File: src/logic/mpsc_pkg.sv
// shared constants and state encoding for the module power-state control block
package mpsc_pkg;
  localparam int unsigned CLK_HZ         = 40_000_000;
  // input filtering: least time a button level must stand before it counts
  localparam int unsigned DEBOUNCE_MS    = 10;
  localparam int unsigned DEBOUNCE_CYC   = (DEBOUNCE_MS * CLK_HZ + 999) / 1000;
  // least time the carrier reset stays low after supply good
  localparam int unsigned RST_HOLD_MS    = 1;
  localparam int unsigned RST_HOLD_CYC   = (RST_HOLD_MS * CLK_HZ + 999) / 1000;
  // least lead time of the suspend warning before the low-power state is entered
  localparam int unsigned WARN_LEAD_US   = 1;
  localparam int unsigned WARN_LEAD_CYC  = (WARN_LEAD_US * (CLK_HZ / 1000) + 999) / 1000;
  // watchdog expiry time without a retrigger
  localparam int unsigned WDT_TIMEOUT_S  = 1;
  localparam int unsigned WDT_TIMEOUT_CYC = WDT_TIMEOUT_S * CLK_HZ;
  localparam int unsigned TMR_W          = 32;

  // conditioned input channel indices
  localparam int unsigned IX_PWR = 0;
  localparam int unsigned IX_RST = 1;
  localparam int unsigned IX_LID = 2;
  localparam int unsigned IX_SLP = 3;
  localparam int unsigned IX_PGD = 4;
  localparam int unsigned IX_WK0 = 5;
  localparam int unsigned IX_WK1 = 6;
  localparam int unsigned IX_BAT = 7;
  localparam int unsigned IX_THR = 8;
  localparam int unsigned NCH    = 9;
  // channels that carry a mechanical contact and need debouncing
  localparam int unsigned NDEB   = 4;

  typedef enum logic [2:0] {
    PS_OFF     = 3'b000,
    PS_WAIT_PG = 3'b001,
    PS_BOOT    = 3'b010,
    PS_WORK    = 3'b011,
    PS_WARN    = 3'b100,
    PS_SLEEP   = 3'b101
  } mpsc_state_t;
endpackage : mpsc_pkg

File: src/logic/mpsc_input_cond.sv
// two-stage synchroniser, debounce filter and falling-edge pulse for one input
`timescale 1ns/1ps
module mpsc_input_cond #(
  parameter int unsigned DEB_CYC = 1
) (
  input  wire logic ref_clk,
  input  wire logic resetn,
  input  wire logic pin_n,
  output logic      level_n,
  output logic      fall_pulse
);
  import mpsc_pkg::*;

  localparam int unsigned CW = (DEB_CYC > 1) ? $clog2(DEB_CYC) : 1;
  localparam logic [CW-1:0] LAST = CW'(DEB_CYC - 1);

  typedef struct packed {
    logic          s1;
    logic          s2;
    logic          stable;
    logic [CW-1:0] cnt;
    logic          fall;
  } mpsc_cond_t;

  mpsc_cond_t r_r;
  mpsc_cond_t r_nxt;

  always_comb
  begin
    r_nxt      = r_r;
    r_nxt.s1   = pin_n;
    r_nxt.s2   = r_r.s1;
    r_nxt.fall = 1'b0;
    if (r_r.s2 == r_r.stable)
    begin
      r_nxt.cnt = '0;
    end
    else if (r_r.cnt == LAST)
    begin
      // level must differ for DEB_CYC cycles in a row, so bounce yields one edge
      r_nxt.stable = r_r.s2;
      r_nxt.cnt    = '0;
      r_nxt.fall   = r_r.stable;
    end
    else
    begin
      r_nxt.cnt = r_r.cnt + CW'(1);
    end
  end

  always_ff @(posedge ref_clk)
  begin
    if (!resetn)
    begin
      r_r <= '{s1: 1'b1, s2: 1'b1, stable: 1'b1, cnt: '0, fall: 1'b0};
    end
    else
    begin
      r_r <= r_nxt;
    end
  end

  assign level_n    = r_r.stable;
  assign fall_pulse = r_r.fall;
endmodule : mpsc_input_cond

File: src/logic/mpsc_power_ctrl.sv
// power-state, reset, suspend, watchdog and thermal control of the plug-in module
`timescale 1ns/1ps
// Behaviour
// - in ATX mode a power button press powers on from off, powers off from working or waiting for supply good, and wakes from sleep.
// - a reset button press in working restarts boot: carrier reset held low again, main power stays on.
// - drive an active-low system reset output for carrier devices.
// - hold boot until supply good is high, then start booting.
// - drive suspend warning low before entering a low-power state, except on an internal trip, which drives it low as it enters off.
// - suspend-to-RAM output low during S3; carrier removes S3 power.
// - soft-off output low during S5; hibernate output is the same signal.
// - PCI Express wake low powers the module on; open reads inactive.
// - general wake low powers the module on, handled on its own channel.
// - battery-low low level is reported as a battery event; open is inactive.
// - lid switch press moves between working and sleep either way.
// - sleep button press moves between working and sleep either way.
// - watchdog output goes high when the timer expires without retrigger.
// - throttle the processor while the overheat alarm is held low.
// - thermal shutdown output goes low when an overheating shutdown begins.
module mpsc_power_ctrl #(
  parameter int unsigned DEB_CYC  = mpsc_pkg::DEBOUNCE_CYC,
  parameter int unsigned RST_CYC  = mpsc_pkg::RST_HOLD_CYC,
  parameter int unsigned WARN_CYC = mpsc_pkg::WARN_LEAD_CYC,
  parameter int unsigned WDT_CYC  = mpsc_pkg::WDT_TIMEOUT_CYC
) (
  input  wire logic ref_clk,
  input  wire logic resetn,
  input  wire logic atx_mode,
  input  wire logic power_button_n,
  input  wire logic reset_button_n,
  input  wire logic supply_good_in,
  input  wire logic pcie_wake_in_n,
  input  wire logic general_wake_in_n,
  input  wire logic battery_low_in_n,
  input  wire logic lid_switch_in_n,
  input  wire logic sleep_button_in_n,
  input  wire logic overheat_alarm_in_n,
  input  wire logic cpu_trip,
  input  wire logic watchdog_enable,
  input  wire logic watchdog_kick,
  output logic      main_power_on,
  output logic      carrier_reset_out_n,
  output logic      suspend_warning_n,
  output logic      suspend_ram_state_n,
  output logic      soft_off_state_n,
  output logic      hibernate_state_n,
  output logic      watchdog_expired_out,
  output logic      thermal_shutdown_out_n,
  output logic      throttle_out,
  output logic      battery_low_out,
  output mpsc_pkg::mpsc_state_t power_state
);
  import mpsc_pkg::*;

  localparam logic [TMR_W-1:0] RST_LAST  = TMR_W'(RST_CYC - 1);
  localparam logic [TMR_W-1:0] WARN_LAST = TMR_W'(WARN_CYC - 1);
  localparam logic [TMR_W-1:0] WDT_LAST  = TMR_W'(WDT_CYC - 1);

  typedef struct packed {
    mpsc_state_t      st;
    logic             to_off;
    logic [TMR_W-1:0] tmr;
    logic [TMR_W-1:0] wdt;
    logic             pwr;
    logic             rst_n;
    logic             warn_n;
    logic             s3_n;
    logic             s5_n;
    logic             wdt_exp;
    logic             trip_n;
    logic             thr;
    logic             bat;
  } mpsc_ctrl_t;

  mpsc_ctrl_t r_r;
  mpsc_ctrl_t r_nxt;

  logic [NCH-1:0] raw_n;
  logic [NCH-1:0] lvl_n;
  logic [NCH-1:0] fall;

  assign raw_n[IX_PWR] = power_button_n;
  assign raw_n[IX_RST] = reset_button_n;
  assign raw_n[IX_LID] = lid_switch_in_n;
  assign raw_n[IX_SLP] = sleep_button_in_n;
  assign raw_n[IX_PGD] = ~supply_good_in;
  assign raw_n[IX_WK0] = pcie_wake_in_n;
  assign raw_n[IX_WK1] = general_wake_in_n;
  assign raw_n[IX_BAT] = battery_low_in_n;
  assign raw_n[IX_THR] = overheat_alarm_in_n;

  // buttons get the long filter; level inputs only the synchroniser
  for (genvar i = 0; i < NCH; i++)
  begin : g_cond
    mpsc_input_cond #(
      .DEB_CYC (i < NDEB ? DEB_CYC : 1)
    ) u_cond (
      .ref_clk    (ref_clk),
      .resetn     (resetn),
      .pin_n      (raw_n[i]),
      .level_n    (lvl_n[i]),
      .fall_pulse (fall[i])
    );
  end

  logic pg;
  logic wake;
  logic pwr_press;
  logic sleep_press;

  always_comb
  begin
    pg          = ~lvl_n[IX_PGD];
    // wake sources are separate channels, each enough on its own
    wake        = ~lvl_n[IX_WK0] | ~lvl_n[IX_WK1];
    pwr_press   = atx_mode & fall[IX_PWR];
    sleep_press = fall[IX_LID] | fall[IX_SLP];
  end

  always_comb
  begin
    r_nxt     = r_r;
    r_nxt.thr = ~lvl_n[IX_THR];
    r_nxt.bat = ~lvl_n[IX_BAT];
    r_nxt.tmr = r_r.tmr + TMR_W'(1);
    case (r_r.st)
      PS_OFF:
      begin
        r_nxt.pwr   = 1'b0;
        r_nxt.rst_n = 1'b0;
        r_nxt.s3_n  = 1'b0;
        r_nxt.s5_n  = 1'b0;
        // without ATX mode the power button is ignored: power comes on at once
        if (pwr_press || wake || !atx_mode)
        begin
          r_nxt.st     = PS_WAIT_PG;
          r_nxt.pwr    = 1'b1;
          r_nxt.s3_n   = 1'b1;
          r_nxt.s5_n   = 1'b1;
          r_nxt.warn_n = 1'b1;
          r_nxt.trip_n = 1'b1;
        end
      end
      PS_WAIT_PG:
      begin
        r_nxt.rst_n = 1'b0;
        r_nxt.tmr   = '0;
        if (pwr_press)
        begin
          r_nxt.st     = PS_WARN;
          r_nxt.to_off = 1'b1;
        end
        else if (pg)
        begin
          r_nxt.st = PS_BOOT;
        end
      end
      PS_BOOT:
      begin
        r_nxt.rst_n = 1'b0;
        r_nxt.wdt   = '0;
        if (!pg)
        begin
          r_nxt.st = PS_WAIT_PG;
        end
        else if (r_r.tmr >= RST_LAST)
        begin
          r_nxt.st    = PS_WORK;
          r_nxt.rst_n = 1'b1;
        end
      end
      PS_WORK:
      begin
        r_nxt.tmr = '0;
        if (!watchdog_enable || watchdog_kick)
        begin
          r_nxt.wdt = '0;
          if (watchdog_kick)
          begin
            r_nxt.wdt_exp = 1'b0;
          end
        end
        else if (r_r.wdt >= WDT_LAST)
        begin
          r_nxt.wdt     = '0;
          r_nxt.wdt_exp = 1'b1;
        end
        else
        begin
          r_nxt.wdt = r_r.wdt + TMR_W'(1);
        end
        if (!pg)
        begin
          r_nxt.st    = PS_WAIT_PG;
          r_nxt.rst_n = 1'b0;
        end
        else if (fall[IX_RST])
        begin
          r_nxt.st      = PS_BOOT;
          r_nxt.rst_n   = 1'b0;
          r_nxt.wdt_exp = 1'b0;
        end
        else if (pwr_press || sleep_press)
        begin
          r_nxt.st     = PS_WARN;
          r_nxt.to_off = pwr_press;
          r_nxt.warn_n = 1'b0;
        end
      end
      PS_WARN:
      begin
        r_nxt.warn_n = 1'b0;
        if (r_r.tmr >= WARN_LAST)
        begin
          r_nxt.rst_n = 1'b0;
          r_nxt.s3_n  = 1'b0;
          if (r_r.to_off)
          begin
            r_nxt.st   = PS_OFF;
            r_nxt.s5_n = 1'b0;
            r_nxt.pwr  = 1'b0;
          end
          else
          begin
            r_nxt.st = PS_SLEEP;
          end
        end
      end
      PS_SLEEP:
      begin
        r_nxt.s3_n = 1'b0;
        r_nxt.tmr  = '0;
        if (sleep_press || pwr_press || wake)
        begin
          r_nxt.st     = PS_WAIT_PG;
          r_nxt.s3_n   = 1'b1;
          r_nxt.warn_n = 1'b1;
        end
      end
      default:
      begin
        r_nxt.st = PS_OFF;
      end
    endcase
    // an internal trip overrides every state but PS_OFF: shut down and flag it
    if (cpu_trip && r_r.st != PS_OFF)
    begin
      r_nxt.st     = PS_OFF;
      r_nxt.trip_n = 1'b0;
      r_nxt.pwr    = 1'b0;
      r_nxt.rst_n  = 1'b0;
      r_nxt.warn_n = 1'b0;
      r_nxt.s3_n   = 1'b0;
      r_nxt.s5_n   = 1'b0;
    end
    if (r_nxt.st != r_r.st)
    begin
      r_nxt.tmr = '0;
    end
  end

  always_ff @(posedge ref_clk)
  begin
    if (!resetn)
    begin
      r_r <= '{st: PS_OFF, to_off: 1'b0, tmr: '0, wdt: '0, pwr: 1'b0, rst_n: 1'b0,
               warn_n: 1'b0, s3_n: 1'b0, s5_n: 1'b0, wdt_exp: 1'b0, trip_n: 1'b1,
               thr: 1'b0, bat: 1'b0};
    end
    else
    begin
      r_r <= r_nxt;
    end
  end

  assign main_power_on          = r_r.pwr;
  assign carrier_reset_out_n    = r_r.rst_n;
  assign suspend_warning_n      = r_r.warn_n;
  assign suspend_ram_state_n    = r_r.s3_n;
  // hibernate and soft-off share one flop so they can never disagree
  assign soft_off_state_n       = r_r.s5_n;
  assign hibernate_state_n      = r_r.s5_n;
  assign watchdog_expired_out   = r_r.wdt_exp;
  assign thermal_shutdown_out_n = r_r.trip_n;
  assign throttle_out           = r_r.thr;
  assign battery_low_out        = r_r.bat;
  assign power_state            = r_r.st;
endmodule : mpsc_power_ctrl

File: config.mk
export PLATFORM = sky130hd
export DESIGN_NAME = mpsc_power_ctrl
export DESIGN_NICKNAME = d
export VERILOG_FILES = /design/src/logic/mpsc_pkg.sv /design/src/logic/mpsc_input_cond.sv /design/src/logic/mpsc_power_ctrl.sv
export SDC_FILE = /design/constraint.sdc
export NUM_CORES = 1
export LEC_CHECK = 0
export BUFFER_PORTS_ARGS = -buffer_cell sky130_fd_sc_hd__buf_2
export CORE_ASPECT_RATIO = 0.8
export CORE_UTILIZATION = 55
export CTS_BUF_LIST = sky130_fd_sc_hd__clkbuf_16
export CTS_CLUSTER_SIZE = 8
export DETAILED_ROUTE_END_ITERATION = 7
export PLACE_DENSITY = 0.72
export SLEW_MARGIN = 40
export SYNTH_ARGS = -nofsm -noshare
export SYNTH_HDL_FRONTEND = slang
export SYNTH_SLANG_ARGS = --single-unit
File: constraint.sdc
create_clock -name ref_clk -period 2.5 [get_ports ref_clk]
set_clock_uncertainty 0.2 [all_clocks]
set_input_delay 0.5 -clock ref_clk [delete_from_list [all_inputs] [get_ports ref_clk]]
set_output_delay 0.5 -clock ref_clk [all_outputs]
set_load 0.05 [all_outputs]
==> impl_results.md, run 1 <==
- Status: completed
- Clock sinks: around 190
- Min-Delay Path Class: in -> reg
- Nature of the critical path endpoint: flip-flop
- Post-synthesis instance total: about 970
- Synthesized area per cell: 9.10 um^2
- Largest net degree at the start of global routing: 39
- Async set-or-reset flop fraction in the synthesized netlist: 0
- Critical Path AT: about 2.5 ns
- Fmax: 415 MHz
- GRT Resource Usage Total: 0.224
- Yosys top cell by area: dfxtp_1
- Vias per cell: approximately 5.5
- Worst Tran Pin Value: between 0.6 and 0.7 ns
- DRT Wirelength: around 17,000 um
- Critical path's slowest cell: a211o_4
- Nets: roughly 1,000
- Total CTS buffers: 17
- Routed via count: 6,816
- Die W: about 140 um
- Fillers: 1,263
- Cell Chain, Critical Path: ha_2, a211o_1, a211o_4, a41o_4, buf_4, nor4_2
- Final instance area: just under 10,000 um^2
- Multi-input gate area: around 4700 um^2
- CTS Root Buffer Type: clkbuf_16
- DIE AREA: ~17,000 um^2
- First-pass DRT Iterations: 4
- Yosys reg bits: 188
- Synth area leaders: dfxtp_1, xor2_1, nor2_1, nor4_2, nand3_1
- Post-Syn Area: between 8000 and 9000 um^2
- DIE HEIGHT: approximately 120 um
- Initial drt markers: approximately 450
- Reg clk slew, reported paths: ~0.08 ns
- Critical Path Max Stage Delay: around 0.39 ns
- Rows: 40
- Top-area cell type share of the netlist area: 0.427
- Initial antenna violation count: 0
- Power per cell area: about 620 nW/um^2
- Residual DRC: 0
- HPWL Detailed: between 10,000 and 15,000 um
- Global-route wire length before repair: 29,700 um
- Setup TNS: 0 ns
- Final worst path period share: 0.963
- H-tree depth reported by CTS: 4
- Endpoints failing hold: 0
- Warnings, synthesis: 0
- Leakage: 0.00341 uW
- Synth unique cells: 70
- Share of layout cells above drive strength 1: 0.149
- Worst vdd ir: 0.000500 V
- MaxCap Viol Count: 0
- Slew HR: 0.591
- Placed cell areas: a little over 9000 um^2
- Critical path type: reg -> reg
- Core Area: around 15,000 um^2
- Max-slew violation count: 0
- Synth Flop Type: dfxtp_1
- CTS tree: done
- Buffers added on ports: 27
- Antenna cells: 0
- Part of the Yosys area used for sequential elements: 0.427
- Startpoint Class: flip-flop
- Family with the most delay on the worst path: compound AO/OA/AOI/OAI gates
- Max Fanout on Critical Path: 9
- Worst-case clock buffer depth: 2
- Clock latency on the worst-skew pair: between 0.4 and 0.5 ns
- Setup-failing EPs final: 0
- Vias in the first global route: 6,293
- Post-route minimum period: about 2.4 ns
- Congestion Overflow GR: 0
- Routed WL per cell: 14.0 um
- Critical Path RT: approximately 2.6 ns
- Post-synth EDFFs: 0
- RSZ-0062 raised after global routing: false
- Area Growth Syn to Fin: 11.8%
- Hold_buf cts: 0
- Initial cell density of the core: 0.575
- Crit path buf inv count: 1
- Final GP Congestion: roughly 0.83
- Ports: 28
- Sequential cell area: around 3800 um^2
- ANT nets after route: 0
[kinds of logic after synthesis]
group | Yosys count | share of synthesized area
DFF | 188 | 0.427
and+or+nand+nor | 500 | 0.326
muxes | 19 | 0.0216
other | 1 | 0.000425
AOI/OAI and AO/OA | 83 | 0.0693
xor gates and xnor gates | 104 | 0.103
buffers and inverters | 68 | 0.0436
adders and majority gates | 6 | 0.00852
[cell type report]
class	instances	share of cell area
Clock buffer	17	0.0432
Clock inverter	15	0.0194
Inverter	20	0.00762
Multi-Input combinational cell	717	0.477
Sequential cell	188	0.382
Tap cell	210	0.0267
Timing Repair Buffer	66	0.0447
[cell usage in the layout (no fill, tap or decap), types with 19 or more instances in the layout]
cell type,n
and3_1,26
buf_2,27
buf_4,38
dfxtp_1,188
mux2i_1,19
nand2_1,92
nand3_1,74
nand4_1,39
nor2_1,109
nor3_1,22
nor4_1,22
nor4_2,31
xnor2_1,34
xor2_1,70
[where the power goes]
group / switching, uW / total (uW) / internal, uW
Clock: 1310 / 2760 / 1450
Combinational: 201 / 324 / 122
Sequential: 25.5 / 3050 / 3030
[final timing paths]
kind	slack, ns	start	depth (start not counted)	endpoint
setup / recovery	0.09	r_r[41]	6	r_r[62]
hold / removal	0.03	supply_good_in	2	g_cond[4].u_cond.r_nxt[3]
setup reg to reg	0.09	r_r[41]	6	r_r[62]
hold reg to reg	0.21	g_cond[8].u_cond.r_nxt[3]	1	g_cond[8].u_cond.r_r[3]
[metal layers]
layer / track usage / up-vias / share of wire
li1: - / 3520 / -
met1: 0.312 / 3150 / 0.51
met2: 0.351 / 132 / 0.44
met3: 0.0487 / 14 / 0.041
met4: 0.0603 / 0 / 0.0090
met5: 0 / - / 0
[worst register-to-register path: cells and delay by family (launching register included)]
family | cells | cell delay (ns)
buffers and inverters | 1 | 0.20
AND/OR/NAND/NOR | 1 | 0.28
flip-flops | 1 | 0.36
adder cells (fa/ha/maj) | 1 | 0.24
AO/OA/AOI/OAI | 3 | 1.04
[through the flow]
stage / hold WS (ns) / total power, uW / util / setup WS, ns / instances
2_1_floorplan: 0.186 / 3370 / - / 0.284 / 973
3_3_place_gp: 0.188 / 3430 / 0.600 / 0.115 / 1197
3_5_place_dp: 0.192 / 3430 / 0.600 / 0.0350 / 1197
4_1_cts: 0.00453 / 6180 / 0.641 / 0.0296 / 1229
5_1_grt: 0.00457 / 6350 / 0.644 / 0.00130 / 1233
6_report: 0.0303 / 6140 / 0.644 / 0.0916 / 1233
[synthesized netlist by cell type (3+ instances only)]
cell,number
o211ai_1,6
o21ai_1,9
nand4bb_1,4
clkbuf_1,17
a31oi_1,12
nand2b_1,18
or3_1,9
and3_1,26
nor2b_1,6
and2_1,5
nand3_1,74
buf_2,15
and4_1,12
or2_2,4
mux2i_1,19
xor2_1,70
buf_4,5
nand3b_1,4
nand2_1,92
a21oi_1,13
nor4bb_1,3
nor4_1,23
xnor2_1,34
a211o_1,4
o21ai_0,13
ha_1,6
nor4_2,30
nor2_1,109
inv_1,19
buf_6,10
nand4_1,39
dfxtp_1,188
nor3_1,22
[sequential cells by signal (all words and copies together) (netlist names), 3 cells and up]
register	count
g_cond.u_cond.fall_pulse	4
power_state	3
r_r	65
g_cond.u_cond.level_n	9
g_cond.u_cond.r_r	90
g_cond.u_cond.r_nxt	9
[repair_timing]
action / in CTS / in global routing
setup endpoints to repair: 0 / 27
resized for setup: 0 / 4
buffers inserted: 0 / 4
hold endpoints to repair: 0 / 0
No activity file was read; power rests on OpenSTA's default activity.
==> run 2, diff against run 1 <==
--- a/config.mk
+++ b/config.mk
@@ -7,11 +7,10 @@
 export LEC_CHECK = 0
 export BUFFER_PORTS_ARGS = -buffer_cell sky130_fd_sc_hd__buf_2
 export CORE_ASPECT_RATIO = 0.8
-export CORE_UTILIZATION = 55
+export CORE_UTILIZATION = 30
 export CTS_BUF_LIST = sky130_fd_sc_hd__clkbuf_16
 export CTS_CLUSTER_SIZE = 8
 export DETAILED_ROUTE_END_ITERATION = 7
-export PLACE_DENSITY = 0.72
 export SLEW_MARGIN = 40
 export SYNTH_ARGS = -nofsm -noshare
 export SYNTH_HDL_FRONTEND = slang
==> impl_results.md, run 2 (synthesis results as in run 1) <==
- Leakage: 0.00340 uW (was 0.00341 uW)
- Clock latency on the worst-skew pair: 0.44 ns (was 0.43 ns)
- Status: completed (unchanged)
- ANT nets after route: 0 (unchanged)
- Fillers: 2,880 (was 1,263)
- Startpoint Class: flip-flop (unchanged)
- Biggest regs: g_cond.u_cond.r_r (90), r_r (65) (unchanged)
- Rows: 55 (was 40)
- Routed WL per cell: 13.0 um (was 14.0 um)
- HPWL Detailed: 12,400 um (was 11,700 um)
- Core Area: 28,600 um^2 (was 15,300 um^2)
- DRT Wirelength: 18,000 um (was 17,300 um)
- Critical Path AT: 2.55 ns (was 2.54 ns)
- Max reg flops: 90 (unchanged)
- MaxCap Viol Count: 0 (unchanged)
- Top reg by flops: g_cond.u_cond.r_r (unchanged)
- Die W: 194 um (was 144 um)
- Initial cell density of the core: 0.309 (was 0.575)
- Area Growth Syn to Fin: 14.4% (was 11.8%)
- Nature of the critical path endpoint: flip-flop (unchanged)
- Total Power: 6250 uW (was 6140 uW)
- Power per cell area: 620 nW/um^2 (was 623 nW/um^2)
- Share of layout cells above drive strength 1: 0.143 (was 0.149)
- Clock sinks: 188 (unchanged)
- CTS Root Buffer Type: clkbuf_16 (unchanged)
- Reg clk slew, reported paths: 0.07 ns (was 0.08 ns)
- Largest net degree at the start of global routing: 32 (was 39)
- DIE HEIGHT: 155 um (was 115 um)
- DIE AREA: 30,100 um^2 (was 16,500 um^2)
- Initial drt markers: 453 (was 446)
- Nets: 1,025 (was 1,031)
- GRT Resource Usage Total: 0.124 (was 0.224)
- Final GP Congestion: 0.810 (was 0.831)
- First-pass DRT Iterations: 4 (unchanged)
- Vias per cell: 4.91 (was 5.53)
- Max Fanout on Critical Path: 16 (was 9)
- CTS tree: done (unchanged)
- Antenna cells: 0 (unchanged)
- Fmax: 414 MHz (was 415 MHz)
- Buffers added on ports: 27 (unchanged)
- Fin util: 0.353 (was 0.644)
- Final worst path period share: 0.965 (was 0.963)
- Critical path type: reg -> reg (unchanged)
- Ports: 28 (unchanged)
- Global-route wire length before repair: 30,900 um (was 29,700 um)
- Setup-failing EPs final: 0 (unchanged)
- Commonest non-fill, non-tap cell in the layout: dfxtp_1 (unchanged)
- H-tree depth reported by CTS: 4 (unchanged)
- Initial antenna violation count: 0 (unchanged)
- Critical Path RT: 2.63 ns (about the same)
- Total CTS buffers: 17 (unchanged)
- Vias in the first global route: 6,406 (was 6,293)
- Routed via count: 6,804 (was 6,816)
- Commonest non-fill, non-tap cells in the layout: dfxtp_1, nor2_1, nand2_1, nand3_1, xor2_1 (unchanged)
- Max-slew violation count: 0 (unchanged)
- Setup TNS: 0 ns (unchanged)
- Congestion Overflow GR: 0 (unchanged)
- Slew HR: 0.589 (was 0.591)
- Min-Delay Path Class: in -> reg (unchanged)
- Post-route minimum period: 2.41 ns (about the same)
- Endpoints failing hold: 0 (unchanged)
- Worst Tran Pin Value: 0.610 ns (was 0.607 ns)
- Worst vdd ir: 0.000480 V (was 0.000500 V)
- Worst-case clock buffer depth: 2 (unchanged)
- Residual DRC: 0 (unchanged)
==> run 2: worst max-delay path, cell delays in order (launching register included) <==
cell and delay, ns:
dfxtp_1 0.34, ha_1 0.26, a211o_1 0.32, a211o_4 0.38, a22o_4 0.32, buf_12 0.19, nor4_2 0.29
==> run 2: report_power, final <==
| group | internal [uW] | total [uW] | switching [uW] |
|---|---|---|---|
| Combinational | 112 | 318 | 205 |
| Sequential | 3030 | 3050 | 26.2 |
| Clock | 1610 | 2880 | 1260 |
| Total | 4750 | 6250 | 1500 |
==> run 2: layout make-up <==
class | instances | area (um^2) | share of cell area
multi-input combinational | 717 | 4710 | 0.467
sequential | 188 | 3760 | 0.373
tap | 370 | 463 | 0.0459
timing repair buffer | 60 | 433 | 0.0430
clock buffer | 17 | 425 | 0.0422
clock inverter | 15 | 209 | 0.0207
inverter | 20 | 75.1 | 0.00745
==> run 2: path summary, 6_finish.rpt <==
path / start / endpoint / slack [ns] / cells past startpoint
worst max-delay path: r_r[41] / r_r[56] / 0.09 / 6
worst min-delay path: supply_good_in / g_cond[4].u_cond.r_nxt[3] / 0.02 / 2
worst max register to register: r_r[41] / r_r[56] / 0.09 / 6
worst min register to register: g_cond[1].u_cond.r_nxt[21] / g_cond[1].u_cond.r_r[21] / 0.21 / 1
==> run 2: per-layer routing <==
layer	vias to the layer above	track usage	wire length (um)	share of wire
met5	-	0	0	0
met4	0	0.0377	199	0.011
met3	18	0.0269	688	0.038
met2	111	0.188	7560	0.42
met1	3162	0.174	9570	0.53
li1	3513	-	-	-
==> run 2: metrics by stage <==
stage	instance area (um^2)	hold WS [ns]	worst slack, ns	cells
after floorplan	8830	0.186	0.284	973
after global placement	9390	0.188	0.0925	1351
after detailed placement	9390	0.192	0.0418	1351
after CTS	10000	0.00479	0.0412	1383
after global routing	10100	0.0143	-0.00160	1387
final	10100	0.0201	0.0866	1387
==> run 2: repair_timing <==
item / CTS / global route
gates resized for setup: 0 / 4
setup buffers: 0 / 4
hold buffers: 0 / 0
endpoints found under the setup margin: 0 / 7
==> run 3, diff against run 2 <==
--- a/config.mk
+++ b/config.mk
@@ -7,10 +7,11 @@
 export LEC_CHECK = 0
 export BUFFER_PORTS_ARGS = -buffer_cell sky130_fd_sc_hd__buf_2
 export CORE_ASPECT_RATIO = 0.8
-export CORE_UTILIZATION = 30
+export CORE_UTILIZATION = 65
 export CTS_BUF_LIST = sky130_fd_sc_hd__clkbuf_16
 export CTS_CLUSTER_SIZE = 8
 export DETAILED_ROUTE_END_ITERATION = 7
+export PLACE_DENSITY = 0.83
 export SLEW_MARGIN = 40
 export SYNTH_ARGS = -nofsm -noshare
 export SYNTH_HDL_FRONTEND = slang
==> constraint.sdc (replaced) <==
create_clock -name ref_clk -period 3.01 [get_ports ref_clk]
set_clock_uncertainty 0.2 [all_clocks]
set_input_delay 0.602 -clock ref_clk [delete_from_list [all_inputs] [get_ports ref_clk]]
set_output_delay 0.602 -clock ref_clk [all_outputs]
set_load 0.05 [all_outputs]
==> impl_results.md, run 3 (synthesis results as in run 1) <==
- Routed via count: 6,822 (was 6,804)
- Congestion Overflow GR: 0 (unchanged)
- Hold_buf cts: 0 (unchanged)
- Biggest regs: g_cond.u_cond.r_r (90), r_r (65) (unchanged)
- Max Fanout on Critical Path: 32 (was 16)
- Die W: 132 um (was 194 um)
- DIE AREA: 14,000 um^2 (was 30,100 um^2)
- R2R Setup Slk: 0.48 ns (was 0.09 ns)
- Hold Slack: 0.124 ns (was 0.0201 ns)
- Final GP Congestion: 0.887 (was 0.810)
- Startpoint Class: flip-flop (unchanged)
- Vias in the first global route: 6,348 (was 6,406)
- Buffers added on ports: 27 (unchanged)
- Critical Path RT: 3.12 ns (was 2.63 ns)
- Setup-failing EPs final: 0 (unchanged)
- Initial drt markers: 405 (was 453)
- Clock latency on the worst-skew pair: 0.44 ns (about the same)
- Max reg flops: 90 (unchanged)
- CTS tree: done (unchanged)
- Post-CTS setup buffer count: 0 (unchanged)
- Status: completed (unchanged)
- Initial antenna violation count: 0 (unchanged)
- Routed WL per cell: 14.5 um (was 13.0 um)
- Core Area: 13,100 um^2 (was 28,600 um^2)
- Initial cell density of the core: 0.675 (was 0.309)
- Min-Delay Path Class: in -> reg (unchanged)
- Critical Path AT: 2.65 ns (was 2.55 ns)
- Max-slew violation count: 0 (unchanged)
- Worst Tran Pin Value: 0.733 ns (was 0.610 ns)
- Worst vdd ir: 0.000673 V (was 0.000480 V)
- DIE HEIGHT: 106 um (was 155 um)
- Worst Reg-to-Reg Cells: 5 (was 6)
- Setup TNS: 0 ns (unchanged)
- Clock sinks: 188 (unchanged)
- Crit Reg-Reg Endpoint: r_r[68] (was r_r[56])
- ANT nets after route: 0 (unchanged)
- Critical path type: reg -> reg (unchanged)
- Top reg by flops: g_cond.u_cond.r_r (unchanged)
- Reg clk slew, reported paths: 0.07 ns (about the same)
- Largest net degree at the start of global routing: 48 (was 32)
- Endpoints failing hold: 0 (unchanged)
- Share of layout cells above drive strength 1: 0.118 (was 0.143)
- Vias per cell: 5.85 (was 4.91)
- DRT Wirelength: 16,900 um (was 18,000 um)
- Final worst path period share: 0.841 (was 0.965)
- Leakage: 0.00323 uW (was 0.00340 uW)
- Nets: 1,000 (was 1,025)
- First-pass DRT Iterations: 6 (was 4)
- HPWL Detailed: 11,100 um (was 12,400 um)
- RSZ-0062 raised after global routing: false
- MaxCap Viol Count: 0 (unchanged)
- Rows: 37 (was 55)
- Worst-case clock buffer depth: 2 (unchanged)
- Fillers: 999 (was 2,880)
- Commonest non-fill, non-tap cell in the layout: dfxtp_1 (unchanged)
- Total CTS buffers: 17 (unchanged)
- Area Growth Syn to Fin: 7.91% (was 14.4%)
- CTS Root Buffer Type: clkbuf_16 (unchanged)
- Post-route minimum period: 2.53 ns (was 2.41 ns)
- Ports: 28 (unchanged)
- Antenna cells: 0 (unchanged)
- Global-route wire length before repair: 29,500 um (was 30,900 um)
- Post-cts resize count: 0 (unchanged)
- Commonest non-fill, non-tap cells in the layout: dfxtp_1, nor2_1, nand2_1, nand3_1, xor2_1 (unchanged)
- Worst Hold Depth: 2 (unchanged)
- R2r startpoint: r_r[41] (unchanged)
- Nature of the critical path endpoint: flip-flop (unchanged)
- Hold path endpoint: g_cond[4].u_cond.r_nxt[3] (unchanged)
- Residual DRC: 0 (unchanged)
- Slew HR: 0.510 (was 0.589)
- GRT Resource Usage Total: 0.257 (was 0.124)
- Fmax: 395 MHz (was 414 MHz)
- Hold path start: supply_good_in (unchanged)
- Power per cell area: 517 nW/um^2 (was 620 nW/um^2)
- H-tree depth reported by CTS: 4 (unchanged)
## run 3: cell count changes in the layout (fill, tap and decap cells not counted), sizes merged
cell / previous run / this run
buf: 60 / 35
bufinv: 3 / 1
clkinv: 5 / 6
clkinvlp: 2 / 1
inv: 25 / 27
## run 3: metrics by stage
| stage | setup WS [ns] | utilization | total power (uW) | cells | cell area [um^2] |
|---|---|---|---|---|---|
| 3_3_place_gp | 0.447 | 0.684 | 2810 | 1135 | 8930 |
| 3_5_place_dp | 0.308 | 0.685 | 2810 | 1135 | 8940 |
| 5_1_grt | 0.234 | 0.728 | 5090 | 1167 | 9510 |
| 6_report | 0.478 | 0.728 | 4920 | 1167 | 9510 |
| 4_1_cts | 0.465 | 0.728 | 4960 | 1167 | 9500 |
| 2_1_floorplan | 0.784 | - | 2800 | 973 | 8830 |
## run 3: how the worst max path moves through the flow
stage | to | startpoint | cells past startpoint | slack [ns]
3_5_place_dp | r_r[68] | atx_mode | 6 | 0.31
6_report | r_r[68] | r_r[41] | 5 | 0.48
5_1_grt | r_r[31] | power_state[1] | 6 | 0.23
3_3_place_gp | r_r[68] | atx_mode | 6 | 0.45
2_1_floorplan | r_r[72] | atx_mode | 6 | 0.78
4_1_cts | r_r[68] | r_r[41] | 5 | 0.47
## run 3: report_power, final
group	switching, uW	internal [uW]	leakage (uW)
registers	22.5	2510	0.00152
clock network	1000	1160	0.000279
logic	159	64.0	0.00143
## run 3: per-layer routing
metal  global-route usage  share of wire  routed length [um]
met4               0.0813          0.011                 178
met5                    0              0                   0
met3               0.0587          0.046                 783
met2                0.404           0.45                7560
met1                0.351           0.50                8370
## run 3: worst max-delay path: stages, from the launching register on
cell	delay [ns]
dfxtp_1	0.35
ha_1	0.26
a211o_1	0.33
a211o_4	0.39
a41o_4	0.46
a2111oi_1	0.41
## run 3: area by class of cell
| cell class | instances | area, um^2 | share of cell area |
|---|---|---|---|
| clock buffers | 17 | 425 | 0.0447 |
| clock inverters | 15 | 138 | 0.0145 |
| inverters | 20 | 75.1 | 0.00789 |
| multi-input cells | 717 | 4690 | 0.494 |
| flip-flops and latches | 188 | 3760 | 0.396 |
| well taps | 175 | 219 | 0.0230 |
| repair buffers | 35 | 195 | 0.0205 |
